<file path="src/design/rbsl_pkg.sv">
package rbsl_pkg;
    // register byte offsets
    localparam logic [7:0] RBSL_OFF_CMD = 8'h00;
    localparam logic [7:0] RBSL_OFF_STATUS = 8'h04;
    localparam logic [7:0] RBSL_OFF_BOOT = 8'h08;
    localparam logic [7:0] RBSL_OFF_POWER_CTRL = 8'h0c;
    localparam logic [7:0] RBSL_OFF_DATA = 8'h10;
    // command opcodes, in cmd[3:0]
    localparam logic [3:0] RBSL_OP_NOP = 4'h0;
    localparam logic [3:0] RBSL_OP_CHIP_ERASE = 4'h1;
    localparam logic [3:0] RBSL_OP_PRIMARY_ERASE = 4'h2;
    localparam logic [3:0] RBSL_OP_IDENTITY_READ = 4'h3;
    localparam logic [3:0] RBSL_OP_READ = 4'h4;
    localparam logic [3:0] RBSL_OP_CHIP_LOCK = 4'h5;
    localparam logic [3:0] RBSL_OP_PAGE_SECURE = 4'h6;
    localparam logic [3:0] RBSL_OP_SET_USER_VECTOR = 4'h7;
    localparam logic [3:0] RBSL_OP_SET_BOOT_BITS = 4'h8;
    // command field positions
    localparam int RBSL_CMD_SELF_BIT = 4;
    localparam int RBSL_CMD_EXT_BIT = 5;
    localparam int RBSL_CMD_PEND_BIT = 7;
    localparam int RBSL_CMD_ARG_LSB = 8;
    localparam int RBSL_CMD_ADDR_LSB = 16;
    // chip lock indexes
    localparam int RBSL_LK_CODE_READ = 0;
    localparam int RBSL_LK_HOST = 1;
    localparam int RBSL_LK_INT_BOOT = 2;
    localparam int RBSL_LK_SELF_PROG = 3;
    localparam int RBSL_NUM_PAGES = 5;
    localparam int RBSL_SEC_PAGE = 4;
    localparam logic [4:0] RBSL_PRIMARY_PAGES = 5'h0f;
    // status field positions
    localparam int RBSL_ST_PAGE_LSB = 4;
    localparam int RBSL_ST_FORCED_BIT = 9;
    localparam int RBSL_ST_POF_BIT = 10;
    localparam int RBSL_ST_USER_BIT = 11;
    localparam int RBSL_ST_ZERO_BIT = 12;
    localparam int RBSL_ST_REFUSED_BIT = 13;
    localparam int RBSL_ST_VEC_LSB = 16;
    localparam int RBSL_POF_BIT = 0;
    // read-back values for locked areas
    localparam logic [7:0] RBSL_HOST_LOCKED = 8'h55;
    localparam logic [7:0] RBSL_TABLE_LOCKED = 8'h00;
    // reset pin hold, in clocks
    localparam int RBSL_RST_HOLD_CLOCKS = 24;
    localparam logic [15:0] RBSL_ZERO_ADDR = 16'h0000;
    localparam logic [15:0] RBSL_SEC_SIZE = 16'h0400;
    localparam logic [15:0] RBSL_PRIM_BIG = 16'h4000;
    localparam logic [15:0] RBSL_PRIM_SMALL = 16'h2000;
    localparam logic [1:0] RBSL_RESP_OKAY = 2'h0;
    localparam logic [1:0] RBSL_RESP_SLVERR = 2'h2;
    // factory value of boot control bits
    localparam logic RBSL_BOOT_BIT_FACTORY = 1'b1;
endpackage

</file>
<file path="src/design/rbsl_page_map.sv">
`timescale 1ns/1ps
module rbsl_page_map
    import rbsl_pkg::*;
#(
    parameter bit BIG_DEVICE = 1'b1
) (
    input wire logic [15:0] addr,
    input wire logic [RBSL_NUM_PAGES-1:0] page_lock,
    output logic internal,
    output logic locked
);
    localparam logic [15:0] PRIM = BIG_DEVICE ? RBSL_PRIM_BIG : RBSL_PRIM_SMALL;
    logic [2:0] page;

    // four primary pages, secondary page above
    always_comb begin
        internal = addr < (PRIM + RBSL_SEC_SIZE);
        if (addr >= PRIM) begin
            page = 3'(RBSL_SEC_PAGE);
        end else if (BIG_DEVICE) begin
            page = {1'b0, addr[13:12]};
        end else begin
            page = {1'b0, addr[12:11]};
        end
        locked = internal && page_lock[page];
    end
endmodule

</file>
<file path="src/design/rbsl_sync2.sv">
`timescale 1ns/1ps
module rbsl_sync2 #(
    parameter int WIDTH = 1,
    parameter logic [WIDTH-1:0] RST_VAL = '0
) (
    input wire logic clk,
    input wire logic rst_n,
    input wire logic [WIDTH-1:0] d,
    output logic [WIDTH-1:0] q
);
    logic [WIDTH-1:0] meta_reg;

    // first stage read by the second only
    always_ff @(posedge clk or negedge rst_n) begin
        if (!rst_n) begin
            meta_reg <= RST_VAL;
            q <= RST_VAL;
        end else begin
            meta_reg <= d;
            q <= meta_reg;
        end
    end
endmodule

</file>
<file path="src/design/rbsl_top.sv">
`timescale 1ns/1ps
module rbsl_top
    import rbsl_pkg::*;
#(
    parameter bit BIG_DEVICE = 1'b1,
    parameter int ADDR_W = 8,
    parameter logic [15:0] DEFAULT_BOOT_VECTOR = 16'h2000,
    parameter logic [7:0] IDENTITY_CODE = 8'ha6 // value is arbitrary
) (
    input wire logic REF_CLK,
    input wire logic NRST,
    // reset pin, straps and external access pin from the board
    input wire logic RST_PIN,
    input wire logic STRAP_PIN_A,
    input wire logic STRAP_PIN_B,
    input wire logic EXTERNAL_ACCESS_PIN_N,
    // core strobes and their pads
    input wire logic CORE_ALE,
    input wire logic CORE_PROGRAM_STORE_STROBE_N,
    output logic ALE_O,
    output logic ALE_OE,
    output logic PROGRAM_STORE_STROBE_N_O,
    output logic PROGRAM_STORE_STROBE_N_OE,
    output logic STROBE_PULLUP_EN,
    // reset and start to the core
    output logic SFR_RESET,
    output logic FETCH_START,
    output logic [15:0] BOOT_ADDR,
    // code-table read port
    input wire logic CODE_TABLE_READ_REQ,
    input wire logic [15:0] CODE_TABLE_READ_ADDR,
    input wire logic CODE_TABLE_READ_FROM_EXT,
    output logic CODE_TABLE_READ_BUSY,
    output logic CODE_TABLE_READ_VALID,
    output logic [7:0] CODE_TABLE_READ_DATA,
    // flash array, read combinationally from FLASH_ADDR
    output logic [15:0] FLASH_ADDR,
    input wire logic [7:0] FLASH_Q,
    // AXI4-Lite slave
    input wire logic [ADDR_W-1:0] AWADDR,
    input wire logic AWVALID,
    output logic AWREADY,
    input wire logic [31:0] WDATA,
    input wire logic [3:0] WSTRB,
    input wire logic WVALID,
    output logic WREADY,
    output logic [1:0] BRESP,
    output logic BVALID,
    input wire logic BREADY,
    input wire logic [ADDR_W-1:0] ARADDR,
    input wire logic ARVALID,
    output logic ARREADY,
    output logic [31:0] RDATA,
    output logic [1:0] RRESP,
    output logic RVALID,
    input wire logic RREADY
);
    initial begin
        if (ADDR_W < 5 || ADDR_W > 8) begin
            $error("ADDR_W must be 5 to 8");
        end
    end

    ////////////////////////////////////////////////////////////////////////////
    typedef enum logic [2:0] {
        RBSL_IDLE = 3'b001,
        RBSL_TABLE = 3'b010,
        RBSL_CMD_RD = 3'b100
    } rbsl_fsm_t;

    typedef struct packed {
        rbsl_fsm_t fsm;
        logic aw_got;
        logic [7:0] aw_addr;
        logic w_got;
        logic [31:0] w_data;
        logic [3:0] w_strb;
        logic awready;
        logic wready;
        logic bvalid;
        logic [1:0] bresp;
        logic arready;
        logic rvalid;
        logic [1:0] rresp;
        logic [31:0] rdata;
        logic [4:0] rst_cnt;
        logic rst_valid;
        logic por_pending;
        logic [3:0] chip_lock;
        logic [RBSL_NUM_PAGES-1:0] page_lock;
        logic boot_user;
        logic boot_zero;
        logic [7:0] user_vec;
        logic forced_flag;
        logic power_on_flag;
        logic [15:0] boot_addr;
        logic fetch_start;
        logic cmd_pending;
        logic [3:0] cmd_op;
        logic cmd_self;
        logic cmd_ext;
        logic [7:0] cmd_arg;
        logic [15:0] cmd_addr;
        logic refused;
        logic [7:0] flash_data;
        logic [7:0] host_data;
        logic [15:0] flash_addr;
        logic table_ext;
        logic table_valid;
        logic [7:0] table_data;
        logic ale_o;
        logic ale_oe;
        logic program_store_strobe_o;
        logic program_store_strobe_oe;
        logic pullup_en;
        logic sfr_reset;
    } rbsl_state_t;

    rbsl_state_t s_reg;
    rbsl_state_t s_next;

    ////////////////////////////////////////////////////////////////////////////
    // pins synced; reset reads held until settled, so no boot on stale pins
    logic [3:0] pins_s;
    logic rst_s;
    logic strap_a_s;
    logic strap_b_s;
    logic ext_n_s;

    rbsl_sync2 #(.WIDTH(4), .RST_VAL(4'h1)) u_sync (
        .clk(REF_CLK),
        .rst_n(NRST),
        .d({EXTERNAL_ACCESS_PIN_N, STRAP_PIN_B, STRAP_PIN_A, RST_PIN}),
        .q(pins_s)
    );
    assign {ext_n_s, strap_b_s, strap_a_s, rst_s} = pins_s;

    logic addr_internal;
    logic addr_locked;

    rbsl_page_map #(.BIG_DEVICE(BIG_DEVICE)) u_map (
        .addr(s_reg.flash_addr),
        .page_lock(s_reg.page_lock),
        .internal(addr_internal),
        .locked(addr_locked)
    );

    ////////////////////////////////////////////////////////////////////////////
    logic [15:0] user_addr;
    logic [15:0] vector_addr;
    logic [15:0] boot_pick;
    logic straps_low;
    logic boot_now;
    logic wr_fire;
    logic [31:0] wmask;
    logic [31:0] wval;
    logic [31:0] rd_word;
    logic rd_hit;
    logic allowed;

    // vector placement by flash size
    assign user_addr = BIG_DEVICE ? {2'h0, s_reg.user_vec, 6'h00}
                                  : {3'h0, s_reg.user_vec, 5'h00};
    assign vector_addr = s_reg.boot_user ? DEFAULT_BOOT_VECTOR : user_addr;
    assign straps_low = !strap_a_s && !strap_b_s;

    // boot choice at reset exit
    always_comb begin
        if (!ext_n_s && !s_reg.chip_lock[RBSL_LK_INT_BOOT]) begin
            boot_pick = RBSL_ZERO_ADDR;
        end else if (straps_low) begin
            boot_pick = vector_addr;
        end else if (!s_reg.boot_zero) begin
            boot_pick = RBSL_ZERO_ADDR;
        end else begin
            boot_pick = vector_addr;
        end
    end

    // a pulse shorter than the hold time is not a reset
    assign boot_now = (s_reg.rst_valid || s_reg.por_pending) && !rst_s;

    // register read mux
    always_comb begin
        rd_hit = 1'b1;
        rd_word = 32'h0000_0000;
        case (ARADDR)
            ADDR_W'(RBSL_OFF_CMD): begin
                rd_word = {s_reg.cmd_addr, s_reg.cmd_arg, s_reg.cmd_pending, 1'b0, s_reg.cmd_ext,
                           s_reg.cmd_self, s_reg.cmd_op};
            end
            ADDR_W'(RBSL_OFF_STATUS): begin
                rd_word[3:0] = s_reg.chip_lock;
                rd_word[RBSL_ST_PAGE_LSB +: RBSL_NUM_PAGES] = s_reg.page_lock;
                rd_word[RBSL_ST_FORCED_BIT] = s_reg.forced_flag;
                rd_word[RBSL_ST_POF_BIT] = s_reg.power_on_flag;
                rd_word[RBSL_ST_USER_BIT] = s_reg.boot_user;
                rd_word[RBSL_ST_ZERO_BIT] = s_reg.boot_zero;
                rd_word[RBSL_ST_REFUSED_BIT] = s_reg.refused;
                rd_word[RBSL_ST_VEC_LSB +: 8] = s_reg.user_vec;
            end
            ADDR_W'(RBSL_OFF_BOOT): rd_word = {16'h0000, s_reg.boot_addr};
            ADDR_W'(RBSL_OFF_POWER_CTRL): rd_word[RBSL_POF_BIT] = s_reg.power_on_flag;
            ADDR_W'(RBSL_OFF_DATA): rd_word = {16'h0000, s_reg.host_data, s_reg.flash_data};
            default: rd_hit = 1'b0;
        endcase
    end

    // byte lanes of the buffered write
    always_comb begin
        for (int i = 0; i < 4; i++) begin
            wmask[i*8 +: 8] = {8{s_reg.w_strb[i]}};
        end
    end
    assign wval = s_reg.w_data & wmask;
    assign wr_fire = s_reg.aw_got && s_reg.w_got && !s_reg.bvalid;

    // lock filters for host and remote commands
    always_comb begin
        allowed = 1'b1;
        if (!s_reg.cmd_self && s_reg.chip_lock[RBSL_LK_HOST] && s_reg.cmd_op != RBSL_OP_CHIP_ERASE
            && s_reg.cmd_op != RBSL_OP_IDENTITY_READ) begin
            allowed = 1'b0;
        end
        if (s_reg.cmd_self && s_reg.cmd_ext && s_reg.chip_lock[RBSL_LK_SELF_PROG]
            && s_reg.cmd_op != RBSL_OP_CHIP_ERASE) begin
            allowed = 1'b0;
        end
    end

    ////////////////////////////////////////////////////////////////////////////
    always_comb begin
        s_next = s_reg;
        s_next.fetch_start = 1'b0;
        s_next.table_valid = 1'b0;

        // AXI write channels, taken in either order
        if (AWVALID && s_reg.awready) begin
            s_next.aw_got = 1'b1;
            s_next.aw_addr = 8'(AWADDR);
        end
        if (WVALID && s_reg.wready) begin
            s_next.w_got = 1'b1;
            s_next.w_data = WDATA;
            s_next.w_strb = WSTRB;
        end
        if (s_reg.bvalid && BREADY) begin
            s_next.bvalid = 1'b0;
        end
        if (wr_fire) begin
            s_next.aw_got = 1'b0;
            s_next.w_got = 1'b0;
            s_next.bvalid = 1'b1;
            s_next.bresp = RBSL_RESP_OKAY;
            case (s_reg.aw_addr[ADDR_W-1:0])
                ADDR_W'(RBSL_OFF_CMD): begin
                    // dropped while one is pending
                    if (!s_reg.cmd_pending) begin
                        s_next.cmd_pending = 1'b1;
                        s_next.cmd_op = wval[3:0];
                        s_next.cmd_self = wval[RBSL_CMD_SELF_BIT];
                        s_next.cmd_ext = wval[RBSL_CMD_EXT_BIT];
                        s_next.cmd_arg = wval[RBSL_CMD_ARG_LSB +: 8];
                        s_next.cmd_addr = wval[RBSL_CMD_ADDR_LSB +: 16];
                    end
                end
                ADDR_W'(RBSL_OFF_POWER_CTRL): begin
                    if (s_reg.w_strb[0] && !s_reg.w_data[RBSL_POF_BIT]) begin
                        s_next.power_on_flag = 1'b0;
                    end
                end
                ADDR_W'(RBSL_OFF_STATUS), ADDR_W'(RBSL_OFF_BOOT), ADDR_W'(RBSL_OFF_DATA): begin
                end
                default: s_next.bresp = RBSL_RESP_SLVERR;
            endcase
        end
        s_next.awready = !s_next.aw_got && !s_next.bvalid;
        s_next.wready = !s_next.w_got && !s_next.bvalid;

        // AXI read channel, one word in flight
        if (s_reg.rvalid && RREADY) begin
            s_next.rvalid = 1'b0;
        end
        if (ARVALID && s_reg.arready) begin
            s_next.rvalid = 1'b1;
            s_next.rdata = rd_word;
            s_next.rresp = rd_hit ? RBSL_RESP_OKAY : RBSL_RESP_SLVERR;
        end
        s_next.arready = !s_next.rvalid;

        // pin reset leaves lock and boot bits alone
        if (rst_s) begin
            if (s_reg.rst_cnt < 5'(RBSL_RST_HOLD_CLOCKS - 1)) begin
                s_next.rst_cnt = s_reg.rst_cnt + 5'h01;
            end else begin
                s_next.rst_valid = 1'b1;
            end
        end else begin
            s_next.rst_cnt = 5'h00;
        end
        if (boot_now) begin
            s_next.rst_valid = 1'b0;
            s_next.por_pending = 1'b0;
            s_next.boot_addr = boot_pick;
            s_next.fetch_start = 1'b1;
            s_next.forced_flag = straps_low;
        end
        s_next.sfr_reset = s_next.rst_valid || s_next.por_pending;

        // strobes float on weak pull-ups while in reset
        s_next.pullup_en = s_next.sfr_reset;
        s_next.ale_oe = !s_next.sfr_reset;
        s_next.program_store_strobe_oe = !s_next.sfr_reset;
        s_next.ale_o = s_next.sfr_reset ? 1'b1 : CORE_ALE;
        s_next.program_store_strobe_o = s_next.sfr_reset ? 1'b1 : CORE_PROGRAM_STORE_STROBE_N;

        // flash access sequencer; table reads win over commands
        case (s_reg.fsm)
            RBSL_IDLE: begin
                if (CODE_TABLE_READ_REQ) begin
                    s_next.flash_addr = CODE_TABLE_READ_ADDR;
                    s_next.table_ext = CODE_TABLE_READ_FROM_EXT;
                    s_next.fsm = RBSL_TABLE;
                end else if (s_reg.cmd_pending) begin
                    s_next.cmd_pending = 1'b0;
                    s_next.refused = !allowed;
                    if (allowed) begin
                        case (s_reg.cmd_op)
                            RBSL_OP_CHIP_ERASE: begin
                                s_next.chip_lock = 4'h0;
                                s_next.page_lock = '0;
                                s_next.boot_user = RBSL_BOOT_BIT_FACTORY;
                                s_next.boot_zero = RBSL_BOOT_BIT_FACTORY;
                                s_next.user_vec = 8'h00;
                            end
                            RBSL_OP_PRIMARY_ERASE: begin
                                s_next.page_lock = s_reg.page_lock & ~RBSL_PRIMARY_PAGES;
                            end
                            RBSL_OP_IDENTITY_READ: s_next.host_data = IDENTITY_CODE;
                            RBSL_OP_READ: begin
                                s_next.flash_addr = s_reg.cmd_addr;
                                s_next.fsm = RBSL_CMD_RD;
                            end
                            RBSL_OP_CHIP_LOCK: s_next.chip_lock[s_reg.cmd_arg[1:0]] = 1'b1;
                            RBSL_OP_PAGE_SECURE: begin
                                if (s_reg.cmd_arg[2:0] < 3'(RBSL_NUM_PAGES)) begin
                                    s_next.page_lock[s_reg.cmd_arg[2:0]] = 1'b1;
                                end
                            end
                            RBSL_OP_SET_USER_VECTOR: s_next.user_vec = s_reg.cmd_arg;
                            RBSL_OP_SET_BOOT_BITS: begin
                                s_next.boot_user = s_reg.cmd_arg[0];
                                s_next.boot_zero = s_reg.cmd_arg[1];
                            end
                            default: s_next.refused = 1'b0;
                        endcase
                    end
                end
            end
            RBSL_TABLE: begin
                s_next.table_valid = 1'b1;
                if (!addr_internal || addr_locked
                    || (s_reg.table_ext && s_reg.chip_lock[RBSL_LK_CODE_READ])) begin
                    s_next.table_data = RBSL_TABLE_LOCKED;
                end else begin
                    s_next.table_data = FLASH_Q;
                end
                s_next.fsm = RBSL_IDLE;
            end
            RBSL_CMD_RD: begin
                if (s_reg.cmd_self) begin
                    // locked: data reg kept
                    if (!addr_locked) begin
                        s_next.flash_data = FLASH_Q;
                    end
                end else begin
                    s_next.host_data = addr_locked ? RBSL_HOST_LOCKED : FLASH_Q;
                end
                s_next.fsm = RBSL_IDLE;
            end
            default: s_next.fsm = RBSL_IDLE;
        endcase
    end

    ////////////////////////////////////////////////////////////////////////////
    // power-up state; lock bits stand in for non-volatile cells
    always_ff @(posedge REF_CLK or negedge NRST) begin
        if (!NRST) begin
            s_reg <= '0;
            s_reg.fsm <= RBSL_IDLE;
            s_reg.por_pending <= 1'b1;
            s_reg.sfr_reset <= 1'b1;
            s_reg.pullup_en <= 1'b1;
            s_reg.ale_o <= 1'b1;
            s_reg.program_store_strobe_o <= 1'b1;
            s_reg.power_on_flag <= 1'b1;
            s_reg.boot_user <= RBSL_BOOT_BIT_FACTORY;
            s_reg.boot_zero <= RBSL_BOOT_BIT_FACTORY;
        end else begin
            s_reg <= s_next;
        end
    end

    // outputs straight from flops, except CODE_TABLE_READ_BUSY decoded from fsm
    assign AWREADY = s_reg.awready;
    assign WREADY = s_reg.wready;
    assign BVALID = s_reg.bvalid;
    assign BRESP = s_reg.bresp;
    assign ARREADY = s_reg.arready;
    assign RVALID = s_reg.rvalid;
    assign RDATA = s_reg.rdata;
    assign RRESP = s_reg.rresp;
    assign SFR_RESET = s_reg.sfr_reset;
    assign FETCH_START = s_reg.fetch_start;
    assign BOOT_ADDR = s_reg.boot_addr;
    assign ALE_O = s_reg.ale_o;
    assign ALE_OE = s_reg.ale_oe;
    assign PROGRAM_STORE_STROBE_N_O = s_reg.program_store_strobe_o;
    assign PROGRAM_STORE_STROBE_N_OE = s_reg.program_store_strobe_oe;
    assign STROBE_PULLUP_EN = s_reg.pullup_en;
    assign FLASH_ADDR = s_reg.flash_addr;
    assign CODE_TABLE_READ_VALID = s_reg.table_valid;
    assign CODE_TABLE_READ_DATA = s_reg.table_data;
    assign CODE_TABLE_READ_BUSY = (s_reg.fsm != RBSL_IDLE);
endmodule

</file>
<file path="config.mk">
export PLATFORM = sky130hd
export DESIGN_NAME = rbsl_top
export DESIGN_NICKNAME = d
export VERILOG_FILES = /design/src/design/rbsl_pkg.sv /design/src/design/rbsl_page_map.sv /design/src/design/rbsl_sync2.sv /design/src/design/rbsl_top.sv
export SDC_FILE = /design/constraint.sdc
export NUM_CORES = 1
export LEC_CHECK = 0
export BUFFER_PORTS_ARGS = -buffer_cell sky130_fd_sc_hd__buf_4
export CORE_ASPECT_RATIO = 0.9
export CORE_UTILIZATION = 39
export DETAILED_ROUTE_END_ITERATION = 8
export HOLD_SLACK_MARGIN = 0.02
export SYNTH_ARGS = -nofsm -noshare
export SYNTH_HDL_FRONTEND = slang
export SYNTH_HIERARCHICAL = 1
export SYNTH_SLANG_ARGS = --single-unit
</file>
<file path="constraint.sdc">
create_clock -name REF_CLK -period 3.9 [get_ports REF_CLK]
set_input_delay 0.195 -clock REF_CLK [delete_from_list [all_inputs] [get_ports REF_CLK]]
set_output_delay 0.195 -clock REF_CLK [all_outputs]
set_load 0.005 [all_outputs]
</file>
**Word-level counts from Yosys, hierarchy flattened**

Index checks and enable logic that the tools add are counted.

- Multiplexer cells: 66
- Reduce and logical (&&, ||, !) cells: 69
- Eq/ne operators: 32
- Bitwise logic cells: 7
- $lt $le $gt $ge: 9
- Add/subtract/negate cells: 1

Operators by type and width:

| operator | count |
|---|---|
| 31-bit 2-to-1 mux | 2 |
| 14-bit 2-to-1 mux | 4 |
| 13-bit one-hot mux with 4 select lines | 1 |
| 24-bit 2-to-1 mux | 2 |
| 8-bit 2-to-1 mux | 6 |
| 8-bit one-hot mux with 2 select lines | 3 |
| 37-bit 2-to-1 mux | 1 |
| 35-bit 2-to-1 mux | 1 |
| 32-bit bitwise AND | 1 |
| 8-bit by 4-bit == test with 1-bit output, second input constant | 4 |
| 16-bit 2-to-1 mux | 2 |
| 30-bit 2-to-1 mux | 1 |
| 1-bit logical AND | 23 |
| 3-bit 2-to-1 mux | 7 |
| 1-bit 2-to-1 mux | 20 |
| 9-bit 2-to-1 mux | 2 |
| 4-bit by 3-bit == test with 1-bit output, second input constant | 4 |
| 8-bit by 3-bit == test with 1-bit output, second input constant | 2 |
| 8-bit by 5-bit == test with 1-bit output, second input constant | 2 |
| 16-bit by 15-bit >= comparator with 1-bit output, second input constant | 1 |
| 8-bit logical NOT | 2 |
| 16-bit by 15-bit less-than comparator with 1-bit output, second input constant | 1 |
| 2-bit nonzero test | 8 |
| 1-bit logical NOT | 15 |
| other kinds (43) | 69 |

- Register bits after elaboration: 221
- Logic and storage cells: 230
- Output and inout bits: 90
- Bits of input ports: 91

**Depth between registers and ports, before layout**

- Depth after elaboration: 10
- Mapped depth: 6

**By module**

The synthesis kept the hierarchy.

Modules (own cells, without submodules):

| module | times used | area each (um2) | cells an instance |
|---|---|---|---|
| rbsl_top | 1 | 9,267.6 | 816 |
| rbsl_sync2 | 1 | 202.7 | 8 |
| rbsl_page_map | 1 | 67.6 | 8 |

**Worst setup path after synthesis**

OpenSTA, ideal clock, no wires.

- Path type: reg2reg
- Start point: reg s_reg, in the netlist FLASH_ADDR[13]
- End point: reg s_reg, in the netlist CODE_TABLE_READ_DATA[0]
- Clock period less this slack: 2,214 ps
- Path buffers: 0
- Path slack: 1,686 ps
- Arrival: 2,144 ps
- Setup time: 70 ps
- Stages on the path, launching flop included: 6
- Data required time: 3,830 ps
- Cell sequence: dfrtp_1 -> or4_1 -> a21oi_2 -> inv_1 -> a2111oi_1 -> a22o_1

- Elaborated cells on any way between the ends: 10
- Those cells by class: 2 x order compare; 4 x mux; 4 x reduce/logical

RTL lines:

| what | RTL line | RTL |
|---|---|---|
| start: declaration | rbsl_top.sv:119 | `rbsl_state_t s_reg;` |
| start signal: assignment | rbsl_top.sv:400 | `s_reg <= s_next;` |
| 16-bit by 15-bit less-than comparator with 1-bit output * | rbsl_page_map.sv:17 | `internal = addr < (PRIM + RBSL_SEC_SIZE);` |
| named net addr_internal | rbsl_top.sv:138 | `logic addr_internal;` |
| 1-bit logical NOT or 1-bit logical AND (tied branches) | rbsl_top.sv:362, rbsl_page_map.sv:25 |  |
| 1-bit logical OR * | rbsl_top.sv:362 | `if (!addr_internal \|\| addr_locked` |
| 1-bit logical OR * | rbsl_top.sv:363 | `\|\| (s_reg.table_ext && s_reg.chip_lock[RBSL_LK_CODE_READ])) begin` |
| 8-bit 2-to-1 mux * | rbsl_top.sv:362 |  |

Mark *: on every way through the listed nets, which the timed path passes. The rest lies on a longest branch. The select of a mux whose other input is x is not followed.
A chain may end at the register's enable or synchronous reset.

**Worst setup path after layout**

- Start point: reg s_reg[77] in the netlist's numbering
- End point: reg s_reg, in the netlist FLASH_ADDR[2]

- Cells in the longest elaborated chain, start to end: 7
- Elaborated cells on any way between the ends: 11
- Those cells by class: 3 x eq/ne; 2 x mux; 6 x reduce/logical

RTL lines:

| what | RTL line | RTL |
|---|---|---|
| 4-bit by 1-bit inequality test with 1-bit output | rbsl_top.sv:221, rbsl_top.sv:226 |  |
| 1-bit logical AND | rbsl_top.sv:221 | `if (!s_reg.cmd_self && s_reg.chip_lock[RBSL_LK_HOST] && s_reg.cmd_op != RBSL_OP_CHIP_ERASE` |
| 1-bit logical AND | rbsl_top.sv:222 | `&& s_reg.cmd_op != RBSL_OP_IDENTITY_READ) begin` |
| 1-bit 2-to-1 mux | rbsl_top.sv:221 |  |
| 1-bit 2-to-1 mux | rbsl_top.sv:225 | `if (s_reg.cmd_self && s_reg.cmd_ext && s_reg.chip_lock[RBSL_LK_SELF_PROG]` |
| 2-bit nonzero test (no line) | n/a |  |
| 4-bit AND reduction (no line) * | n/a |  |

Mark *: on every way between the ends. The rest lies on a longest branch, timed or not.

==> impl_metrics.json <==
{
  "drv_slew": 0,
  "path_buf_inv": 0,
  "seq_area_mm2": 0.00524,
  "crit_chain": "or4b_4, a2111oi_4, nor3b_4, a221o_2",
  "p_leak_nw": 5.55,
  "synthMuxAreaShare_pct": 8.57,
  "drtIter0Drc": 352,
  "grt_first_pass_wirelength_mm": 38.4,
  "fill_cells": 2135,
  "clk_pin_slew_ps": 60,
  "fp-row-count": 53,
  "multi_input_area_mm2": 0.00346,
  "startpoint_type": "flip-flop",
  "syn2layout_area_growth_pct": 25.0,
  "drt-total-wl_mm": 23.8,
  "htree_levels": 1,
  "max_slew_margin_pct": 22.0,
  "ys_ff_latch": 209,
  "synth_warnings": 6,
  "clock_skew_ps": 7.47,
  "antenna_found_initial": 0,
  "rsz0062_at_grt": "false",
  "synthArstFlopShare_pct": 100,
  "core_area_mm2": 0.0237,
  "synth_top_area_cell": "dfrtp_1",
  "clkLatencyLatePin_ps": 500,
  "avgRoutedWirePerCell_um": 18.2,
  "hp-class": "primary input to flip-flop",
  "initial_core_util_pct": 40.3,
  "place_congestion": 0.824,
  "min_period_ps": 2700,
  "cts_buffers": 23,
  "power_density_mw_per_mm2": 501,
  "ant_nets": 0,
  "synth_edf_count": 0,
  "dieHeight_um": 150,
  "io_pins": 181,
  "crit_type": "flip-flop to flip-flop",
  "fin_nets": 1083,
  "cap_violations": 0,
  "mostFrequentLayoutCells": "199 x dfrtp_1, 177 x buf_4, 91 x nand2_1",
  "cp_top_family": "simple AND/OR/NAND/NOR gates",
  "synth-seq-area-share_pct": 55.0,
  "status": "finished, final reports clean",
  "timing.fmax_mhz": 370,
  "grt_overflow": 0,
  "setup_tns_ps": 0,
  "viasPerCell": 5.13,
  "synth_compound_area_share_pct": 14.7,
  "crit_path_max_incr_delay_ps": 780,
  "largest_register_ff_count": 124,
  "die_width_um": 167,
  "power_mw": 5.97,
  "synth_top_family_by_area": "compound AO/OA/AOI/OAI gates",
  "n_antenna_cell": 0,
  "cts_resized": 0,
  "dp_hpwl_mm": 16.4,
  "final_common_cell": "dfrtp_1",
  "hold_viol": 0,
  "dr.pass1.iters": 5,
  "vias": 6721,
  "synthTopCellsByArea": "dfrtp_1 52%, mux2_2 6.3%, buf_4 6.2%",
  "track_usage_pct": 19.3,
  "synthSimpleGateAreaFrac_pct": 12.3,
  "timing.final.crit_share_pct": 69.3,
  "cts-root-buf": "clkbuf_16",
  "grt_pass1_vias": 6675,
  "cts_tree": "done",
  "arrival_ps": 3140,
  "cts.sinks": 209,
  "endpoint_kind": "flip-flop",
  "cp_max_fo": 16,
  "synth_xor_area_share_pct": 0.184,
  "synthCells": 832,
  "grt_max_degree": 119,
  "drcViolationCount": 0,
  "netlist_area_mm2": 0.00954,
  "tightest_slew_ps": 1140,
  "cts_buffer_depth": 3,
  "synth_top_area_share_pct": 52.2,
  "die-area_mm2": 0.0251,
  "io_buffers": 168,
  "crit_required_ps": 4340,
  "ir_drop_v": 0.000384,
  "ys_types": 69,
  "synthFlopType": "dfrtp_1",
  "syn_area_per_cell_um2": 11.5,
  "crit_slowest_cell": "nor3b_4",
  "synth_adder_area_share_pct": 0.131,
  "drive_above_1_share_pct": 29.3,
  "setup_viol": 0
}
## per-stage QoR
stage               hold WS (ps)  utilization (%)  cell area [um^2]  setup WS, ps  instances
floorplan                   -101                -              9570          1690        841
global placement             306             44.5             10500          1220       1200
detailed placement           305             44.5             10500          1210       1200
CTS                         20.2             50.4             11900          1190       1310
global route                29.2             50.4             11900          1050       1310
finish                      26.7             50.4             11900          1200       1310
## per-layer routing
metal,up-vias,global-route usage (%),part of all wire [%]
met5,-,0,0
met4,0,3.06,1.1
met3,22,3.05,4.7
met2,169,29.9,45
met1,3308,28.9,49
li1,3222,-,-
## tightest hold or removal path, delay by kind of cell
kind                   cells  cell delay [ps]
AND/OR/NAND/NOR            1              130
AO/OA/AOI/OAI              1               90
buffers and inverters      1               70
## path summary, 6_finish.rpt
path	endpoint	slack [ps]	startpoint	cells past startpoint
setup / recovery	FLASH_ADDR[2]$_DFFE_PN0P_	1200	s_reg[77]$_DFFE_PN0P_	4
hold / removal	FLASH_ADDR[5]$_DFFE_PN0P_	30	CODE_TABLE_READ_ADDR[5]	3
setup reg to reg	FLASH_ADDR[2]$_DFFE_PN0P_	1200	s_reg[77]$_DFFE_PN0P_	4
hold reg to reg	u_sync/q[1]$_DFF_PN0_	350	u_sync/meta_reg[1]$_DFF_PN0_	0
max in group asynchronous	s_reg[50]$_DFFE_PN0P_	2480	NRST	3
min in group asynchronous	RDATA[30]$_DFFE_PN0P_	420	NRST	2
## kinds of logic after synthesis
group / after synthesis
simple gates: 223
flops: 209
compound gates: 175
buf+inv: 146
mux: 75
xor+xnor: 2
fa+ha+maj: 1
other cells: 1
## synthesized netlist by cell type (7+ instances only)
library cell and instances:
and3_1 19, o2bb2ai_1 15, nor3_1 8, a21oi_1 10, a22o_1 29, inv_1 23, dfstp_2 10, nor2_1 15
clkbuf_1 27, buf_1 8, a221o_1 19, nand3_1 32, buf_4 79, and2_1 13, a2111oi_0 7, nand2_1 91
mux2_2 53, o21a_1 11, dfrtp_1 199, mux2i_1 22, o21ai_0 32, a22oi_1 8, nor2b_1 10, a21o_1 9
## repair_timing
item                                   in CTS  in global routing
endpoints found under the hold margin     187                  0
hold buffers                               68                  0
setup buffers                               0                  0
## report_power, final
group	total, mW	switching (mW)	internal, mW
Sequential	2.91	0.350	2.56
Combinational	1.01	0.414	0.598
Clock	2.05	0.849	1.20
Total	5.97	1.61	4.36
## cell type report
type / instances / share of cell area, %
multi-input cells: 486 / 29.1
repair buffers: 247 / 17.1
flip-flops and latches: 209 / 44.0
clock inverters: 6 / 0.514
well taps: 302 / 3.17
inverters: 24 / 0.756
clock buffers: 36 / 5.40
Power figures use the tool's default switching activity.
